$ cat src/wsr_regs.svh
// Register offsets, field positions, reset values and timing counts for the
// watchdog/system-reset block. Assumes a word-aligned plain register port.
`ifndef WSR_REGS_SVH
`define WSR_REGS_SVH

`define WSR_OFF_CTRL        8'h00
`define WSR_OFF_DELAY       8'h04
`define WSR_OFF_PULSE_W     8'h08
`define WSR_OFF_WD_INIT     8'h0C
`define WSR_OFF_WD_TIMEOUT  8'h10
`define WSR_OFF_KICK        8'h14
`define WSR_OFF_STATUS      8'h18

`define WSR_CTRL_RST_EN     0
`define WSR_CTRL_PULSE      1
`define WSR_CTRL_WD_EN      2
`define WSR_CTRL_WD_LINK    3
`define WSR_CTRL_KICK_PIN   4
`define WSR_CTRL_EXP_PIN    5
`define WSR_CTRL_W          6

`define WSR_ST_RST_ASSERTED 0
`define WSR_ST_EXPIRED      1
`define WSR_ST_WD_RUN       2
`define WSR_ST_RAILS_GOOD   3

`define WSR_CTRL_RST        6'h00
`define WSR_DELAY_RST       5'h00
`define WSR_PULSE_W_RST     16'h0001
`define WSR_WD_INIT_RST     4'h0
`define WSR_WD_TIMEOUT_RST  16'h0001

`define WSR_DELAY_IDX_MAX   5'h10
`define WSR_INIT_IDX_MAX    4'hF
`define WSR_MS_MIN          16'h0001
`define WSR_MS_MAX          16'h7E00
`define WSR_INIT_BASE_MS    21'h000064

`define WSR_CLK_PERIOD_NS   40
`define WSR_MS_NS           1000000
`define WSR_TICK_CYCLES     (`WSR_MS_NS / `WSR_CLK_PERIOD_NS)

`endif

$ cat src/wsr_pkg.sv
// Types for the watchdog/system-reset block.
// Assumes the constants header is compiled alongside.
package wsr_pkg;

   typedef enum logic [3:0] {
      WSR_RS_OFF   = 4'b0001,
      WSR_RS_DELAY = 4'b0010,
      WSR_RS_PULSE = 4'b0100,
      WSR_RS_RUN   = 4'b1000
   } wsr_rs_state_t;

   typedef enum logic [3:0] {
      WSR_WD_IDLE    = 4'b0001,
      WSR_WD_INIT    = 4'b0010,
      WSR_WD_COUNT   = 4'b0100,
      WSR_WD_EXPIRED = 4'b1000
   } wsr_wd_state_t;

endpackage : wsr_pkg

$ cat src/wsr_watchdog_system_reset.sv
// System-reset generator with supervision timer, register port and kick pin.
// Assumes all inputs synchronous to ref_clk_i except kick_input_i, which is synchronised here.
`timescale 1ns/1ps
`default_nettype none
`include "wsr_regs.svh"

// Summary of operation
// RQ1 - Reset output held until selected rails good, then programmable delay before change.
// RQ2 - Delay chosen from seventeen settings: zero, then 1 ms doubling to 32.8 s.
// RQ3 - Level mode: release after rails good plus delay, reassert on power-good-off.
// RQ4 - Pulse mode: one reset pulse after delay, width 1 ms to 32256 ms.
// RQ5 - Supervision timer uses one kick input and one expiry output, optionally reset-linked.
// RQ6 - Kick pin toggle or kick register write restarts the timeout count.
// RQ7 - Kick pin and expiry pin are optional; command-only service and reset expiry allowed.
// RQ8 - Initial wait before first timeout: zero, or 100 ms doubling to 1638 s.
// RQ9 - Timeout programmable from 1 ms to 32256 ms.
// RQ10 - On timeout assert expiry output or pulse system reset, per configuration.
// RQ11 - After timeout stay expired until kick pin toggle or kick command restarts it.
// RQ12 - Linked: reset releases after rails good; unserviced expiry toggles reset again.
// RQ13 - Kick input synchronised; any transition counts as a service event.
// RQ14 - Timings counted in 1 ms steps from a millisecond tick.
module wsr_watchdog_system_reset #(
   parameter int TICK_CYCLES = `WSR_TICK_CYCLES
) (
   // Clock and reset
   input wire logic ref_clk_i,
   input wire logic rst_n_i,
   // Register port
   input wire logic [7:0] addr_i,
   input wire logic [31:0] wr_data_i,
   input wire logic wr_en_i,
   input wire logic rd_en_i,
   output logic [31:0] rd_data_o,
   // Rail status
   input wire logic rails_pg_on_i,
   input wire logic rails_pg_off_i,
   // Host link
   input wire logic kick_input_i,
   output logic sys_reset_n_o,
   output logic expiry_output_o
);

   // Millisecond tick
   logic [15:0] tick_cnt_r, tick_cnt_nxt;
   logic tick;

   assign tick = (tick_cnt_r == 16'(TICK_CYCLES - 1)); // RQ14

   always_comb begin
      tick_cnt_nxt = tick ? 16'h0000 : tick_cnt_r + 16'h0001;
   end

   always_ff @(posedge ref_clk_i or negedge rst_n_i) begin
      if (!rst_n_i) begin
         tick_cnt_r <= 16'h0000;
      end else begin
         tick_cnt_r <= tick_cnt_nxt;
      end
   end

   // Kick pin synchroniser; first stage feeds only the second
   logic kick_s1_r, kick_s2_r, kick_s3_r;
   logic kick_pin_evt;

   always_ff @(posedge ref_clk_i or negedge rst_n_i) begin
      if (!rst_n_i) begin
         kick_s1_r <= 1'b0;
         kick_s2_r <= 1'b0;
         kick_s3_r <= 1'b0;
      end else begin
         kick_s1_r <= kick_input_i; // RQ13
         kick_s2_r <= kick_s1_r;
         kick_s3_r <= kick_s2_r;
      end
   end

   assign kick_pin_evt = kick_s2_r ^ kick_s3_r; // RQ13

   // Registers
   logic [`WSR_CTRL_W-1:0] ctrl_r, ctrl_nxt;
   logic [4:0] delay_idx_r, delay_idx_nxt;
   logic [15:0] pulse_w_r, pulse_w_nxt;
   logic [3:0] init_idx_r, init_idx_nxt;
   logic [15:0] timeout_r, timeout_nxt;
   logic [31:0] rd_data_nxt;
   logic kick_cmd;
   logic kick_evt;
   logic [3:0] status;

   // Out-of-range settings are clamped, so software cannot select a zero-width pulse
   function automatic logic [15:0] wsr_clamp_ms(input logic [31:0] v);
      if (v[15:0] < `WSR_MS_MIN || v[31:16] != 16'h0000) begin
         wsr_clamp_ms = (v[31:16] != 16'h0000) ? `WSR_MS_MAX : `WSR_MS_MIN;
      end else if (v[15:0] > `WSR_MS_MAX) begin
         wsr_clamp_ms = `WSR_MS_MAX;
      end else begin
         wsr_clamp_ms = v[15:0];
      end
   endfunction : wsr_clamp_ms

   assign kick_cmd = wr_en_i && (addr_i == `WSR_OFF_KICK);
   assign kick_evt = kick_cmd || (ctrl_r[`WSR_CTRL_KICK_PIN] && kick_pin_evt); // RQ6 RQ7

   always_comb begin
      ctrl_nxt = ctrl_r;
      delay_idx_nxt = delay_idx_r;
      pulse_w_nxt = pulse_w_r;
      init_idx_nxt = init_idx_r;
      timeout_nxt = timeout_r;
      rd_data_nxt = 32'h00000000;
      if (wr_en_i) begin
         case (addr_i)
            `WSR_OFF_CTRL: ctrl_nxt = wr_data_i[`WSR_CTRL_W-1:0];
            `WSR_OFF_DELAY: begin
               delay_idx_nxt = (wr_data_i[4:0] > `WSR_DELAY_IDX_MAX) ? `WSR_DELAY_IDX_MAX : wr_data_i[4:0]; // RQ2
            end
            `WSR_OFF_PULSE_W: pulse_w_nxt = wsr_clamp_ms(wr_data_i); // RQ4
            `WSR_OFF_WD_INIT: init_idx_nxt = wr_data_i[3:0]; // RQ8
            `WSR_OFF_WD_TIMEOUT: timeout_nxt = wsr_clamp_ms(wr_data_i); // RQ9
            default: ;
         endcase
      end
      if (rd_en_i) begin
         case (addr_i)
            `WSR_OFF_CTRL: rd_data_nxt = {26'h0000000, ctrl_r};
            `WSR_OFF_DELAY: rd_data_nxt = {27'h0000000, delay_idx_r};
            `WSR_OFF_PULSE_W: rd_data_nxt = {16'h0000, pulse_w_r};
            `WSR_OFF_WD_INIT: rd_data_nxt = {28'h0000000, init_idx_r};
            `WSR_OFF_WD_TIMEOUT: rd_data_nxt = {16'h0000, timeout_r};
            `WSR_OFF_STATUS: rd_data_nxt = {28'h0000000, status};
            default: rd_data_nxt = 32'h00000000;
         endcase
      end
   end

   always_ff @(posedge ref_clk_i or negedge rst_n_i) begin
      if (!rst_n_i) begin
         ctrl_r <= `WSR_CTRL_RST;
         delay_idx_r <= `WSR_DELAY_RST;
         pulse_w_r <= `WSR_PULSE_W_RST;
         init_idx_r <= `WSR_WD_INIT_RST;
         timeout_r <= `WSR_WD_TIMEOUT_RST;
         rd_data_o <= 32'h00000000;
      end else begin
         ctrl_r <= ctrl_nxt;
         delay_idx_r <= delay_idx_nxt;
         pulse_w_r <= pulse_w_nxt;
         init_idx_r <= init_idx_nxt;
         timeout_r <= timeout_nxt;
         rd_data_o <= rd_data_nxt;
      end
   end

   // Setting lookups
   logic [15:0] delay_ms;
   logic [20:0] init_ms;

   assign delay_ms = (delay_idx_r == 5'h00) ? 16'h0000 : (16'h0001 << (delay_idx_r - 5'h01)); // RQ2
   assign init_ms = (init_idx_r == 4'h0) ? 21'h000000 : (`WSR_INIT_BASE_MS << (init_idx_r - 4'h1)); // RQ8

   // Supervision timer
   wsr_pkg::wsr_wd_state_t wd_st_r, wd_st_nxt;
   logic [20:0] wd_cnt_r, wd_cnt_nxt;
   logic wd_active;
   logic wd_fire;
   logic linked;
   wsr_pkg::wsr_rs_state_t rs_st_r, rs_st_nxt;

   assign linked = ctrl_r[`WSR_CTRL_WD_LINK];
   // Linked timer only runs while the host is out of reset
   assign wd_active = ctrl_r[`WSR_CTRL_WD_EN] && (!linked || rs_st_r == wsr_pkg::WSR_RS_RUN); // RQ5 RQ12
   // Fires on the tick after the count empties, so a free-running tick never cuts the timeout short
   assign wd_fire = (wd_st_r == wsr_pkg::WSR_WD_COUNT) && tick && (wd_cnt_r == 21'h000000) && !kick_evt; // RQ9

   always_comb begin
      wd_st_nxt = wd_st_r;
      wd_cnt_nxt = wd_cnt_r;
      case (wd_st_r)
         wsr_pkg::WSR_WD_IDLE: begin
            if (wd_active) begin
               wd_st_nxt = wsr_pkg::WSR_WD_INIT; // RQ8
               wd_cnt_nxt = init_ms;
            end
         end
         wsr_pkg::WSR_WD_INIT: begin
            if (wd_cnt_r == 21'h000000) begin
               wd_st_nxt = wsr_pkg::WSR_WD_COUNT;
               wd_cnt_nxt = {5'h00, timeout_r}; // RQ9
            end else if (tick) begin
               wd_cnt_nxt = wd_cnt_r - 21'h000001; // RQ14
            end
         end
         wsr_pkg::WSR_WD_COUNT: begin
            if (kick_evt) begin
               wd_cnt_nxt = {5'h00, timeout_r}; // RQ6
            end else if (wd_fire) begin
               wd_st_nxt = wsr_pkg::WSR_WD_EXPIRED; // RQ10
               wd_cnt_nxt = 21'h000000;
            end else if (tick) begin
               wd_cnt_nxt = wd_cnt_r - 21'h000001; // RQ14
            end
         end
         wsr_pkg::WSR_WD_EXPIRED: begin
            if (kick_evt) begin
               wd_st_nxt = wsr_pkg::WSR_WD_COUNT; // RQ11
               wd_cnt_nxt = {5'h00, timeout_r};
            end
         end
         default: begin
            wd_st_nxt = wsr_pkg::WSR_WD_IDLE;
            wd_cnt_nxt = 21'h000000;
         end
      endcase
      if (!wd_active && !(linked && wd_st_r == wsr_pkg::WSR_WD_EXPIRED && ctrl_r[`WSR_CTRL_WD_EN])) begin
         wd_st_nxt = wsr_pkg::WSR_WD_IDLE;
         wd_cnt_nxt = 21'h000000;
      end
   end

   always_ff @(posedge ref_clk_i or negedge rst_n_i) begin
      if (!rst_n_i) begin
         wd_st_r <= wsr_pkg::WSR_WD_IDLE;
         wd_cnt_r <= 21'h000000;
      end else begin
         wd_st_r <= wd_st_nxt;
         wd_cnt_r <= wd_cnt_nxt;
      end
   end

   // System reset sequencer
   logic [15:0] rs_cnt_r, rs_cnt_nxt;
   logic sys_reset_n_nxt;
   logic expiry_nxt;
   logic pulse_mode;

   assign pulse_mode = ctrl_r[`WSR_CTRL_PULSE];

   always_comb begin
      rs_st_nxt = rs_st_r;
      rs_cnt_nxt = rs_cnt_r;
      case (rs_st_r)
         wsr_pkg::WSR_RS_OFF: begin
            if (ctrl_r[`WSR_CTRL_RST_EN] && rails_pg_on_i && !rails_pg_off_i) begin
               rs_st_nxt = wsr_pkg::WSR_RS_DELAY; // RQ1
               rs_cnt_nxt = delay_ms;
            end
         end
         wsr_pkg::WSR_RS_DELAY: begin
            // Extra tick covers the unknown tick phase at entry; zero delay leaves at once
            if (rs_cnt_r == 16'h0000 && (tick || delay_ms == 16'h0000)) begin
               rs_st_nxt = pulse_mode ? wsr_pkg::WSR_RS_PULSE : wsr_pkg::WSR_RS_RUN; // RQ1 RQ3 RQ4
               rs_cnt_nxt = pulse_w_r;
            end else if (tick) begin
               rs_cnt_nxt = rs_cnt_r - 16'h0001; // RQ14
            end
         end
         wsr_pkg::WSR_RS_PULSE: begin
            if (rs_cnt_r == 16'h0000 && tick) begin
               rs_st_nxt = wsr_pkg::WSR_RS_RUN; // RQ4
            end else if (tick) begin
               rs_cnt_nxt = rs_cnt_r - 16'h0001;
            end
         end
         wsr_pkg::WSR_RS_RUN: begin
            if (linked && wd_fire) begin
               rs_st_nxt = wsr_pkg::WSR_RS_PULSE; // RQ10 RQ12
               rs_cnt_nxt = pulse_w_r;
            end
         end
         default: begin
            rs_st_nxt = wsr_pkg::WSR_RS_OFF;
            rs_cnt_nxt = 16'h0000;
         end
      endcase
      if (rails_pg_off_i || !ctrl_r[`WSR_CTRL_RST_EN]) begin
         rs_st_nxt = wsr_pkg::WSR_RS_OFF; // RQ3
         rs_cnt_nxt = 16'h0000;
      end
   end

   always_comb begin
      case (rs_st_nxt)
         wsr_pkg::WSR_RS_OFF: sys_reset_n_nxt = !ctrl_r[`WSR_CTRL_RST_EN] || pulse_mode; // RQ3
         wsr_pkg::WSR_RS_DELAY: sys_reset_n_nxt = pulse_mode; // RQ1
         wsr_pkg::WSR_RS_PULSE: sys_reset_n_nxt = 1'b0; // RQ4
         wsr_pkg::WSR_RS_RUN: sys_reset_n_nxt = 1'b1;
         default: sys_reset_n_nxt = 1'b1;
      endcase
      expiry_nxt = ctrl_r[`WSR_CTRL_EXP_PIN] && (wd_st_nxt == wsr_pkg::WSR_WD_EXPIRED); // RQ7 RQ10
   end

   always_ff @(posedge ref_clk_i or negedge rst_n_i) begin
      if (!rst_n_i) begin
         rs_st_r <= wsr_pkg::WSR_RS_OFF;
         rs_cnt_r <= 16'h0000;
         sys_reset_n_o <= 1'b1;
         expiry_output_o <= 1'b0;
      end else begin
         rs_st_r <= rs_st_nxt;
         rs_cnt_r <= rs_cnt_nxt;
         sys_reset_n_o <= sys_reset_n_nxt;
         expiry_output_o <= expiry_nxt;
      end
   end

   assign status = {rails_pg_on_i && !rails_pg_off_i,
                    wd_st_r == wsr_pkg::WSR_WD_COUNT || wd_st_r == wsr_pkg::WSR_WD_INIT,
                    wd_st_r == wsr_pkg::WSR_WD_EXPIRED,
                    !sys_reset_n_o};

endmodule : wsr_watchdog_system_reset
`default_nettype wire

$ cat config.mk
export PLATFORM = sky130hd
export DESIGN_NAME = wsr_watchdog_system_reset
export DESIGN_NICKNAME = d
export VERILOG_FILES = /design/src/wsr_pkg.sv /design/src/wsr_watchdog_system_reset.sv
export VERILOG_INCLUDE_DIRS = /design/src /design/src/src
export SDC_FILE = /design/constraint.sdc
export NUM_CORES = 1
export LEC_CHECK = 0
export ABC_AREA = 1
export BUFFER_PORTS_ARGS = -buffer_cell sky130_fd_sc_hd__buf_2
export CAP_MARGIN = 5
export CORE_ASPECT_RATIO = 2
export CORE_MARGIN = 4
export CORE_UTILIZATION = 42
export DETAILED_ROUTE_END_ITERATION = 10
export GPL_TIMING_DRIVEN = 0
export HOLD_SLACK_MARGIN = 0.03
export SYNTH_ARGS = -nofsm -noshare
export SYNTH_HDL_FRONTEND = slang
export SYNTH_SLANG_ARGS = --single-unit
$ cat constraint.sdc
create_clock -name ref_clk_i -period 1.95 [get_ports ref_clk_i]
set_input_delay 0.39 -clock ref_clk_i [delete_from_list [all_inputs] [get_ports ref_clk_i]]
set_output_delay 0.39 -clock ref_clk_i [all_outputs]
set_load 0.01 [all_outputs]
---- Word level (Yosys, flattened, before mapping) ----
Index checks and enable logic that the tools add are counted.
storage, ports and cells
  flip-flop bits (word level) ............. 145
  output and inout bits ................... 34
  word-level logic and storage cells ...... 134
cells by class
  $add $sub $neg .......................... 5
  $lt $le $gt $ge ......................... 3
  equality and inequality tests ........... 24
  shift operators ......................... 2
  muxes and demuxes ....................... 39
  bitwise operators ....................... 1
  reduce and logical (&&, ||, !) cells .... 44
operators with widths
  cell                                                          number
  2-to-1 mux 16 bit                                             11
  2-to-1 mux 21 bit                                             8
  one-hot mux 16 bit (6 select lines)                           1
  one-hot mux 21 bit (4 select lines)                           1
  one-hot mux 16 bit (4 select lines)                           1
  2-to-1 mux 4 bit                                              12
  logical NOT 16 bit                                            2
  one-hot mux 4 bit (4 select lines)                            2
  == test 8 x 5 -> 1 bit (second input constant)                3
  logical NOT 21 bit                                            1
  left shift 7 x 4 -> 21 bit (first input constant)             1
  subtractor 21 x 1 -> 21 bit (second input constant)           1
  adder 16 x 1 -> 16 bit (second input constant)                1
  == test 16 x 15 -> 1 bit (second input constant)              1
  == test 8 x 4 -> 1 bit (second input constant)                2
  > comparator 16 x 15 -> 1 bit (second input constant)         1
  logical AND 1 bit                                             16
  less-than comparator 16 x 1 -> 1 bit (second input constant)  1
  nonzero test 16 bit                                           1
  left shift 1 x 5 -> 16 bit (first input constant)             1
  subtractor 16 x 1 -> 16 bit (second input constant)           1
  2-to-1 mux 15 bit                                             1
  == test 4 x 1 -> 1 bit (second input constant)                3
  == test 4 x 2 -> 1 bit (second input constant)                3
  19 further kinds                                              42

---- Depth between registers and ports, before layout ----
Gate-level depths: netlist of the first run.
  depth in word-level cells ............... 11
  depth in mapped cells ................... 18
  depth with buffers taken out ............ 17

---- Worst setup path after synthesis of the first run ----
OpenSTA, ideal clock, no wires.
  kind .................................... register to register
  from .................................... reg delay_idx_r[1]
  to ...................................... reg rs_cnt_r[11]
  data arrival time ....................... 2.037 ns
  data required time ...................... 1.833 ns
  slack ................................... -0.204 ns
  cell stages (with the launch flop) ...... 17
  clock period less this slack ............ 2.154 ns
  cells stage by stage .................... dfrtp_1 > buf_4 > nor2_4 > ha_1 > nor3_1 > nand3_1 > nor2_1 > nor2_1 > nand2_1 > nor2_2 > nand2_4 > nand2_4 > buf_4 > a21oi_1 > nand2_1 > nand2_1 > nand2_1
on the way
  cells in the longest elaborated chain, start to end .. 9
  elaborated cells between the ends (all ways) .. 11
  those cells by class .................... add/sub (1); shift (1); mux (5); reduce/logical (4)
RTL lines
  what                                   line                              source
  start: declaration                     wsr_watchdog_system_reset.sv:81   logic [4:0] delay_idx_r, delay_idx_nxt;
  start signal: assignment               wsr_watchdog_system_reset.sv:139  delay_idx_r <= `WSR_DELAY_RST;
  start signal: assignment               wsr_watchdog_system_reset.sv:146  delay_idx_r <= delay_idx_nxt;
  subtractor 5 x 1 -> 5 bit              wsr_watchdog_system_reset.sv:158  assign delay_ms = (delay_idx_r == 5'h00) ? 16'h0000 : (16'h0001 << (delay_idx_r - 5'h01));
  left shift 1 x 5 -> 16 bit             wsr_watchdog_system_reset.sv:158
  2-to-1 mux 16 bit *                    wsr_watchdog_system_reset.sv:158
  logical NOT 16 bit                     wsr_watchdog_system_reset.sv:250  if (rs_cnt_r == 16'h0000 && (tick || delay_ms == 16'h0000)) begin
  logical OR 1 bit                       wsr_watchdog_system_reset.sv:250
  logical AND 1 bit                      wsr_watchdog_system_reset.sv:250
  2-to-1 mux 16 bit                      wsr_watchdog_system_reset.sv:250
  one-hot mux 16 bit (4 select lines) *  wsr_watchdog_system_reset.sv:241  case (rs_st_r)
  2-to-1 mux 16 bit *                    wsr_watchdog_system_reset.sv:275  if (rails_pg_off_i || !ctrl_r[`WSR_CTRL_RST_EN]) begin
  end signal: assignment                 wsr_watchdog_system_reset.sv:300  rs_cnt_r <= rs_cnt_nxt;
  end: declaration                       wsr_watchdog_system_reset.sv:231  logic [15:0] rs_cnt_r, rs_cnt_nxt;
Every way passes the cells marked *; elsewhere a longest branch is shown, timed or not. The select of a mux whose other input is x is not followed.
A chain may end at the register's enable or synchronous reset.

---- Worst setup path in the final report of the first run ----
  from .................................... reg delay_idx_r[2]
  to ...................................... reg rs_cnt_r[8]
The elaborated chain is that of the path after synthesis.

==> run metrics, run 1 <==
outcome finished, violations left; failing checks negative setup slack; Detailed Route WL 29,700 um; area fraction of the dominant cell type after synthesis 0.376; Synth area leaders dfrtp_1 38%, nand2_1 15%, inv_1 6.0%; H-tree Lvls 4; Final Hold Fails 0; CP Data Required Time 2320 ps; Cell Area, Synth 8250 sq um; post-route insts no fill 1,636; number of global-route vias before repair 8,464; Hold Crit Class in2reg; async set or reset register ratio after synthesis 1.00; vias after detailed routing 8,614; max_slew headroom 0.589; Final Cycle Share 1.19; synth warn 0; Hold Slack 53.2 ps; IO buf count 63; Die W 107 um; Slew Viols, Final 0; chip height 206 um; GRT overflow 0; Core ar. 19,400 sq um; RR Endpoint rs_cnt_r[8]; largest fanout on the critical path 4; leading area contributor after synthesis dfrtp_1; Worst setup SP type register; highest-count cells in the layout ignoring fill and taps 283 x nand2_1, 111 x inv_1, 108 x dfrtp_1; minimum clock period 2320 ps; WL/cell 18.1 um; Final WS setup -374 ps; Arr. time, crit path 2700 ps; fmax 430 MHz; VDD IR-drop max 0.000536 V; die area 22,100 sq um; Min-Delay Path Depth 1; router iterations before antenna repair 5; Setup violations, final 40; hold path startpoint kick_input_i; Clock Latency Late Sink 440 ps; total clock sinks 129; most common cell after layout, fill and taps aside nand2_1; dpl ws -695 ps; Cells after Synth 1,172; Vias per Instance 5.27; Cell variety after synth 48; predominant post-synthesis flop cell dfrtp_1; unrepaired setup endpoints after global routing true; TritonCTS clock tree yes; Post-DRT Antenna Nets 0; Max-Cap Viols 0; Reg2Reg Launch Point delay_idx_r[2]; Worst Reg-to-Reg Cells 13; # DRC 0; Crit. End Element register; Seq/Total Area, Yosys 0.392; critical path type reg2reg; EDFF count, synth 0; Synth Register Bits 129; Final GP Congestion 0.958; worst clock skew 9.78 ps; Power Dens Cells 581 nW/um^2; Slew @ Worst Pin 613 ps; Clk pin slew, worst setup/hold paths 70 ps; Starting Density 0.426; clk root buf clkbuf_16; Pleak 0.00555 uW; Syn Area/Cell 7.04 sq um; DPL Wire Length 21,000 um; Top Ports 81; CTS Buf Count 17; reg2reg setup slack -370 ps; Pwr Total 6640 uW; Worst Hold End kick_s1_r; final instance area 11,400 sq um; placed cell area 9030 sq um; GRT Total Usage 0.262; CTS Buffer Depth 2; initial antenna violation count 0; largest net degree at the start of global routing 77; first-pass GRT wire length 44,100 um; area delta synth->final 38.5%; Critical Path Start delay_idx_r[2]; Ant. Diodes 0; layout net count 1,422; proportion of layout cells with a drive suffix above 1 0.333; row count 72; Inst Count DP 1,510; DR iter-0 viols 537
## synthesized netlist by cell type, types with 2 or more instances
library cell and n:
nand2_1 337, inv_1 131, dfrtp_1 124, nor2_1 121, o21ai_0 69, nand3_1 60
a21oi_1 54, nor3_1 29, xor2_1 29, inv_2 20, o21ai_1 20, buf_4 19
o22ai_1 16, clkbuf_1 15, nand4_1 13, ha_1 11, nor2_2 11, o211ai_1 11
nor4_1 10, a31oi_1 8, xnor2_1 6, dfstp_2 5, nor3_2 5, a221oi_1 4
buf_2 4, o32ai_1 4, and3_1 3, nand2_2 3, nand2_4 3, nor2_4 3
o31ai_1 3, a41oi_1 2, buf_6 2, nand4_4 2, or2_2 2
## what timing repair did
item / 4_1_cts / 5_1_grt
pin swaps: 47 / 65
buffers inserted: 52 / 37
cloned: 3 / 4
hold buffers: 1 / 0
endpoints found under the setup margin: 60 / 73
resized for setup: 151 / 137
hold endpoints to repair: 52 / 0
## how the worst max path moves through the flow
stage,slack [ps],cells after the start,endpoint
after floorplan,-90,16,rs_cnt_r[2]
after global placement,-1390,1,rs_st_r[1]
after detailed placement,-700,12,rs_cnt_r[0]
after CTS,-300,16,rs_cnt_r[2]
after global routing,-440,16,rs_cnt_r[10]
final,-370,13,rs_cnt_r[8]
## routing by layer
metal	up-vias	wire length, um	global-route usage
li1	4161	-	-
met1	4095	10300	0.264
met2	257	16200	0.494
met3	101	996	0.0325
met4	0	2190	0.174
met5	-	0	0
## state kept, by name, indices dropped and copies added (netlist names)
name	cells
ctrl_r	6
delay_idx_r	5
expiry_output_o	1
init_idx_r	4
kick_s1_r	1
kick_s2_r	1
kick_s3_r	1
pulse_w_r	16
rd_data_o	16
rs_cnt_r	16
rs_st_r	4
sys_reset_n_o	1
tick_cnt_r	16
timeout_r	16
wd_cnt_r	21
wd_st_r	4
## through the flow
stage | TNS, ps | utilization
CTS | -6980 | 0.547
finish | -7810 | 0.590
global placement | -205910 | 0.465
detailed placement | -34590 | 0.466
floorplan | -957 | -
global route | -12550 | 0.590
## power breakdown
| group | switching, uW | internal [uW] |
|---|---|---|
| Combinational | 389 | 212 |
| Clock | 1360 | 1900 |
| Sequential | 53.0 | 2730 |
## cell families after synthesis
| family | Yosys count | share of synthesized area |
|---|---|---|
| adders and majority gates | 11 | 0.0167 |
| AOI/OAI and AO/OA | 198 | 0.136 |
| DFF | 129 | 0.392 |
| other | 1 | 0.000455 |
| and+or+nand+nor | 606 | 0.319 |
| buffers and inverters | 192 | 0.0984 |
| xor gates and xnor gates | 35 | 0.0372 |
## cell type report
| class | count | area, sq um |
|---|---|---|
| Clock inverter | 14 | 154 |
| Clock buffer | 18 | 429 |
| Fill cell | 1795 | 7940 |
| Tap cell | 259 | 324 |
| Timing Repair Buffer | 159 | 1180 |
| Buffer | 38 | 299 |
| Sequential cell | 129 | 3250 |
| Multi-Input combinational cell | 867 | 5200 |
| Inverter | 152 | 586 |
## critical path, cell delays in order (launching register included)
cell and delay, ps:
dfrtp_1 430, inv_2 90, ha_4 330, nand4_1 120, buf_4 150, buf_4 120, buf_4 120, buf_4 130
buf_4 130, o32ai_1 330, a21oi_1 110, nand2_1 80, nand2_1 40, nand2_1 70
(Power assumes the default switching activity.)
==> inputs of run 2 (changes only) <==
--- a/config.mk
+++ b/config.mk
@@ -15,6 +15,7 @@
 export DETAILED_ROUTE_END_ITERATION = 10
 export GPL_TIMING_DRIVEN = 0
 export HOLD_SLACK_MARGIN = 0.03
+export SKIP_CTS_REPAIR_TIMING = 1
 export SYNTH_ARGS = -nofsm -noshare
 export SYNTH_HDL_FRONTEND = slang
 export SYNTH_SLANG_ARGS = --single-unit
==> run 2 against run 1 <==
  * Via count down 2.6%
  * The run still ends with negative setup slack left
  * Highest routed layer unchanged
  * Flip-flop and latch count unchanged
  * Fmax up 0.76%
  * Critical path depth up 3
  * Sequential power about the same
  * Count of clock-buffer cells in the layout unchanged
==> run metrics, run 2 (same netlist as run 1, synthesis figures left out) <==
outcome finished, violations left; failing checks negative setup slack; Post-DRT Antenna Nets 0 (unchanged); worst clock skew 10.9 ps (+1.13 ps); Clk pin slew, worst setup/hold paths 70 ps (about the same); Worst path top cell family by delay simple AND/OR/NAND/NOR gates; Ant. Diodes 0 (unchanged); Final WS setup -356 ps (+17.6 ps); Starting Density 0.426 (unchanged); critical path type reg2reg; critical path's slowest cell dfrtp_1; Pleak 0.00543 uW (-2.2%); # DRC 0 (unchanged); Final GP Congestion 0.958 (unchanged); VDD IR-drop max 0.000541 V (+0.84%); GRT overflow 0 (unchanged); total clock sinks 129 (unchanged); router iterations before antenna repair 7 (+2); largest net degree at the start of global routing 77 (unchanged); H-tree Lvls 4 (unchanged); Pwr Total 6630 uW (-0.17%); DR iter-0 viols 494 (-8.0%); clk root buf clkbuf_16; largest fanout on the critical path 6 (+2); Slew Viols, Final 0 (unchanged); die area 22,100 sq um (unchanged); number of buffers and inverters on the critical path 2 (-4); CTS Buf Count 17 (unchanged); CP cell instances buf_6 > nor2_4 > ha_4 > nor3_4 > nand3_1 > nor2_2 > nor2_1 > nand2_1 > nor2_4 > nand2_4 > nand2_8 > clkbuf_16 > a21oi_4 > nand2_1 > nand2_1 > nand2_1; initial antenna violation count 0 (unchanged); Crit. End Element register; Detailed Route WL 28,200 um (-5.1%); Hold Slack 55.1 ps (+1.89 ps); most used cell, CP nand2_1; critical path's largest stage delay 370 ps (-60 ps); DPL Wire Length 21,000 um (unchanged); most common cell after layout, fill and taps aside nand2_1; Worst setup SP type register; CTS Buffer Depth 2 (unchanged); Most flops, register wd_cnt_r; Vias per Instance 5.16 (-2.0%); WL/cell 17.3 um (-4.5%); highest-count cells in the layout ignoring fill and taps 304 x nand2_1, 112 x dfrtp_1, 111 x inv_1; Power Dens Cells 590 nW/um^2 (+1.6%); unrepaired setup endpoints after global routing true; Final Cycle Share 1.18 (-0.00904); layout net count 1,412 (-0.70%); Die W 107 um (unchanged); dpl ws -695 ps (unchanged); post-route insts no fill 1,626 (-0.61%); minimum clock period 2310 ps (-17.6 ps); row count 72 (unchanged); Core ar. 19,400 sq um (unchanged); CP Data Required Time 2270 ps (-50 ps); Arr. time, crit path 2630 ps (-70 ps); area delta synth->final 36.1%; chip height 206 um (unchanged); GRT Total Usage 0.245 (-0.0170); Slew @ Worst Pin 617 ps (+3.76 ps); Final Hold Fails 0 (unchanged); Max-Cap Viols 0 (unchanged); TritonCTS clock tree yes; Setup violations, final 40 (unchanged); Hold Crit Class in2reg; max_slew headroom 0.587 (-0.00252); Top Ports 81 (unchanged); Clock Latency Late Sink 430 ps (about the same); IO buf count 63 (unchanged); max FFs per register 21 (unchanged); fmax 434 MHz (+0.76%); proportion of layout cells with a drive suffix above 1 0.302 (-0.0312); first-pass GRT wire length 41,300 um (-6.3%); Inst Count DP 1,510 (unchanged); number of global-route vias before repair 8,009 (-5.4%); vias after detailed routing 8,391 (-2.6%)
-- run 2: worst reg2reg max path, stage by stage, from the launching register on --
cell	delay (ps)
dfrtp_1	370
buf_6	130
nor2_4	150
ha_4	250
nor3_4	140
nand3_1	110
nor2_2	130
nor2_1	50
nand2_1	100
nor2_4	50
nand2_4	120
nand2_8	90
clkbuf_16	180
a21oi_4	170
nand2_1	70
nand2_1	50
nand2_1	40
-- run 2: area by class of cell --
type                            instances  area [sq um]
Sequential cell                       129          3250
Timing Repair Buffer                  147          1070
Inverter                              152           591
Clock inverter                         14           154
Buffer                                 40           322
Multi-Input combinational cell        867          5090
Fill cell                            1810          8140
Tap cell                              259           324
Clock buffer                           18           429
-- run 2: layer usage --
layer,share of wire,routed length (um),global-route usage
met1,0.36,10100,0.251
met3,0.025,709,0.0306
met4,0.064,1800,0.158
met5,0,0,0
met2,0.55,15600,0.459
-- run 2: final timing paths --
kind,slack [ps],start,cells past startpoint,endpoint
min,60,kick_input_i,1,kick_s1_r
max reg2reg,-360,delay_idx_r[1],16,rs_cnt_r[3]
max in group asynchronous,650,rst_n_i,3,rs_st_r[0]
min in group asynchronous,480,rst_n_i,2,wd_cnt_r[13]
max,-360,delay_idx_r[1],16,rs_cnt_r[3]
min reg2reg,350,kick_s1_r,0,kick_s2_r
-- run 2: through the flow --
stage	util	TNS, ps	cell area [sq um]
after floorplan	-	-957	8360
after global placement	0.465	-205910	9000
after detailed placement	0.466	-34590	9030
after CTS	0.497	-22830	9620
after global routing	0.580	-12920	11200
final	0.580	-8160	11200
-- run 2: where the power goes --
part	switching (uW)	internal, uW	leakage (uW)
sequential	49.4	2730	0.00171
combinational	386	214	0.00345
clock	1350	1900	0.000278
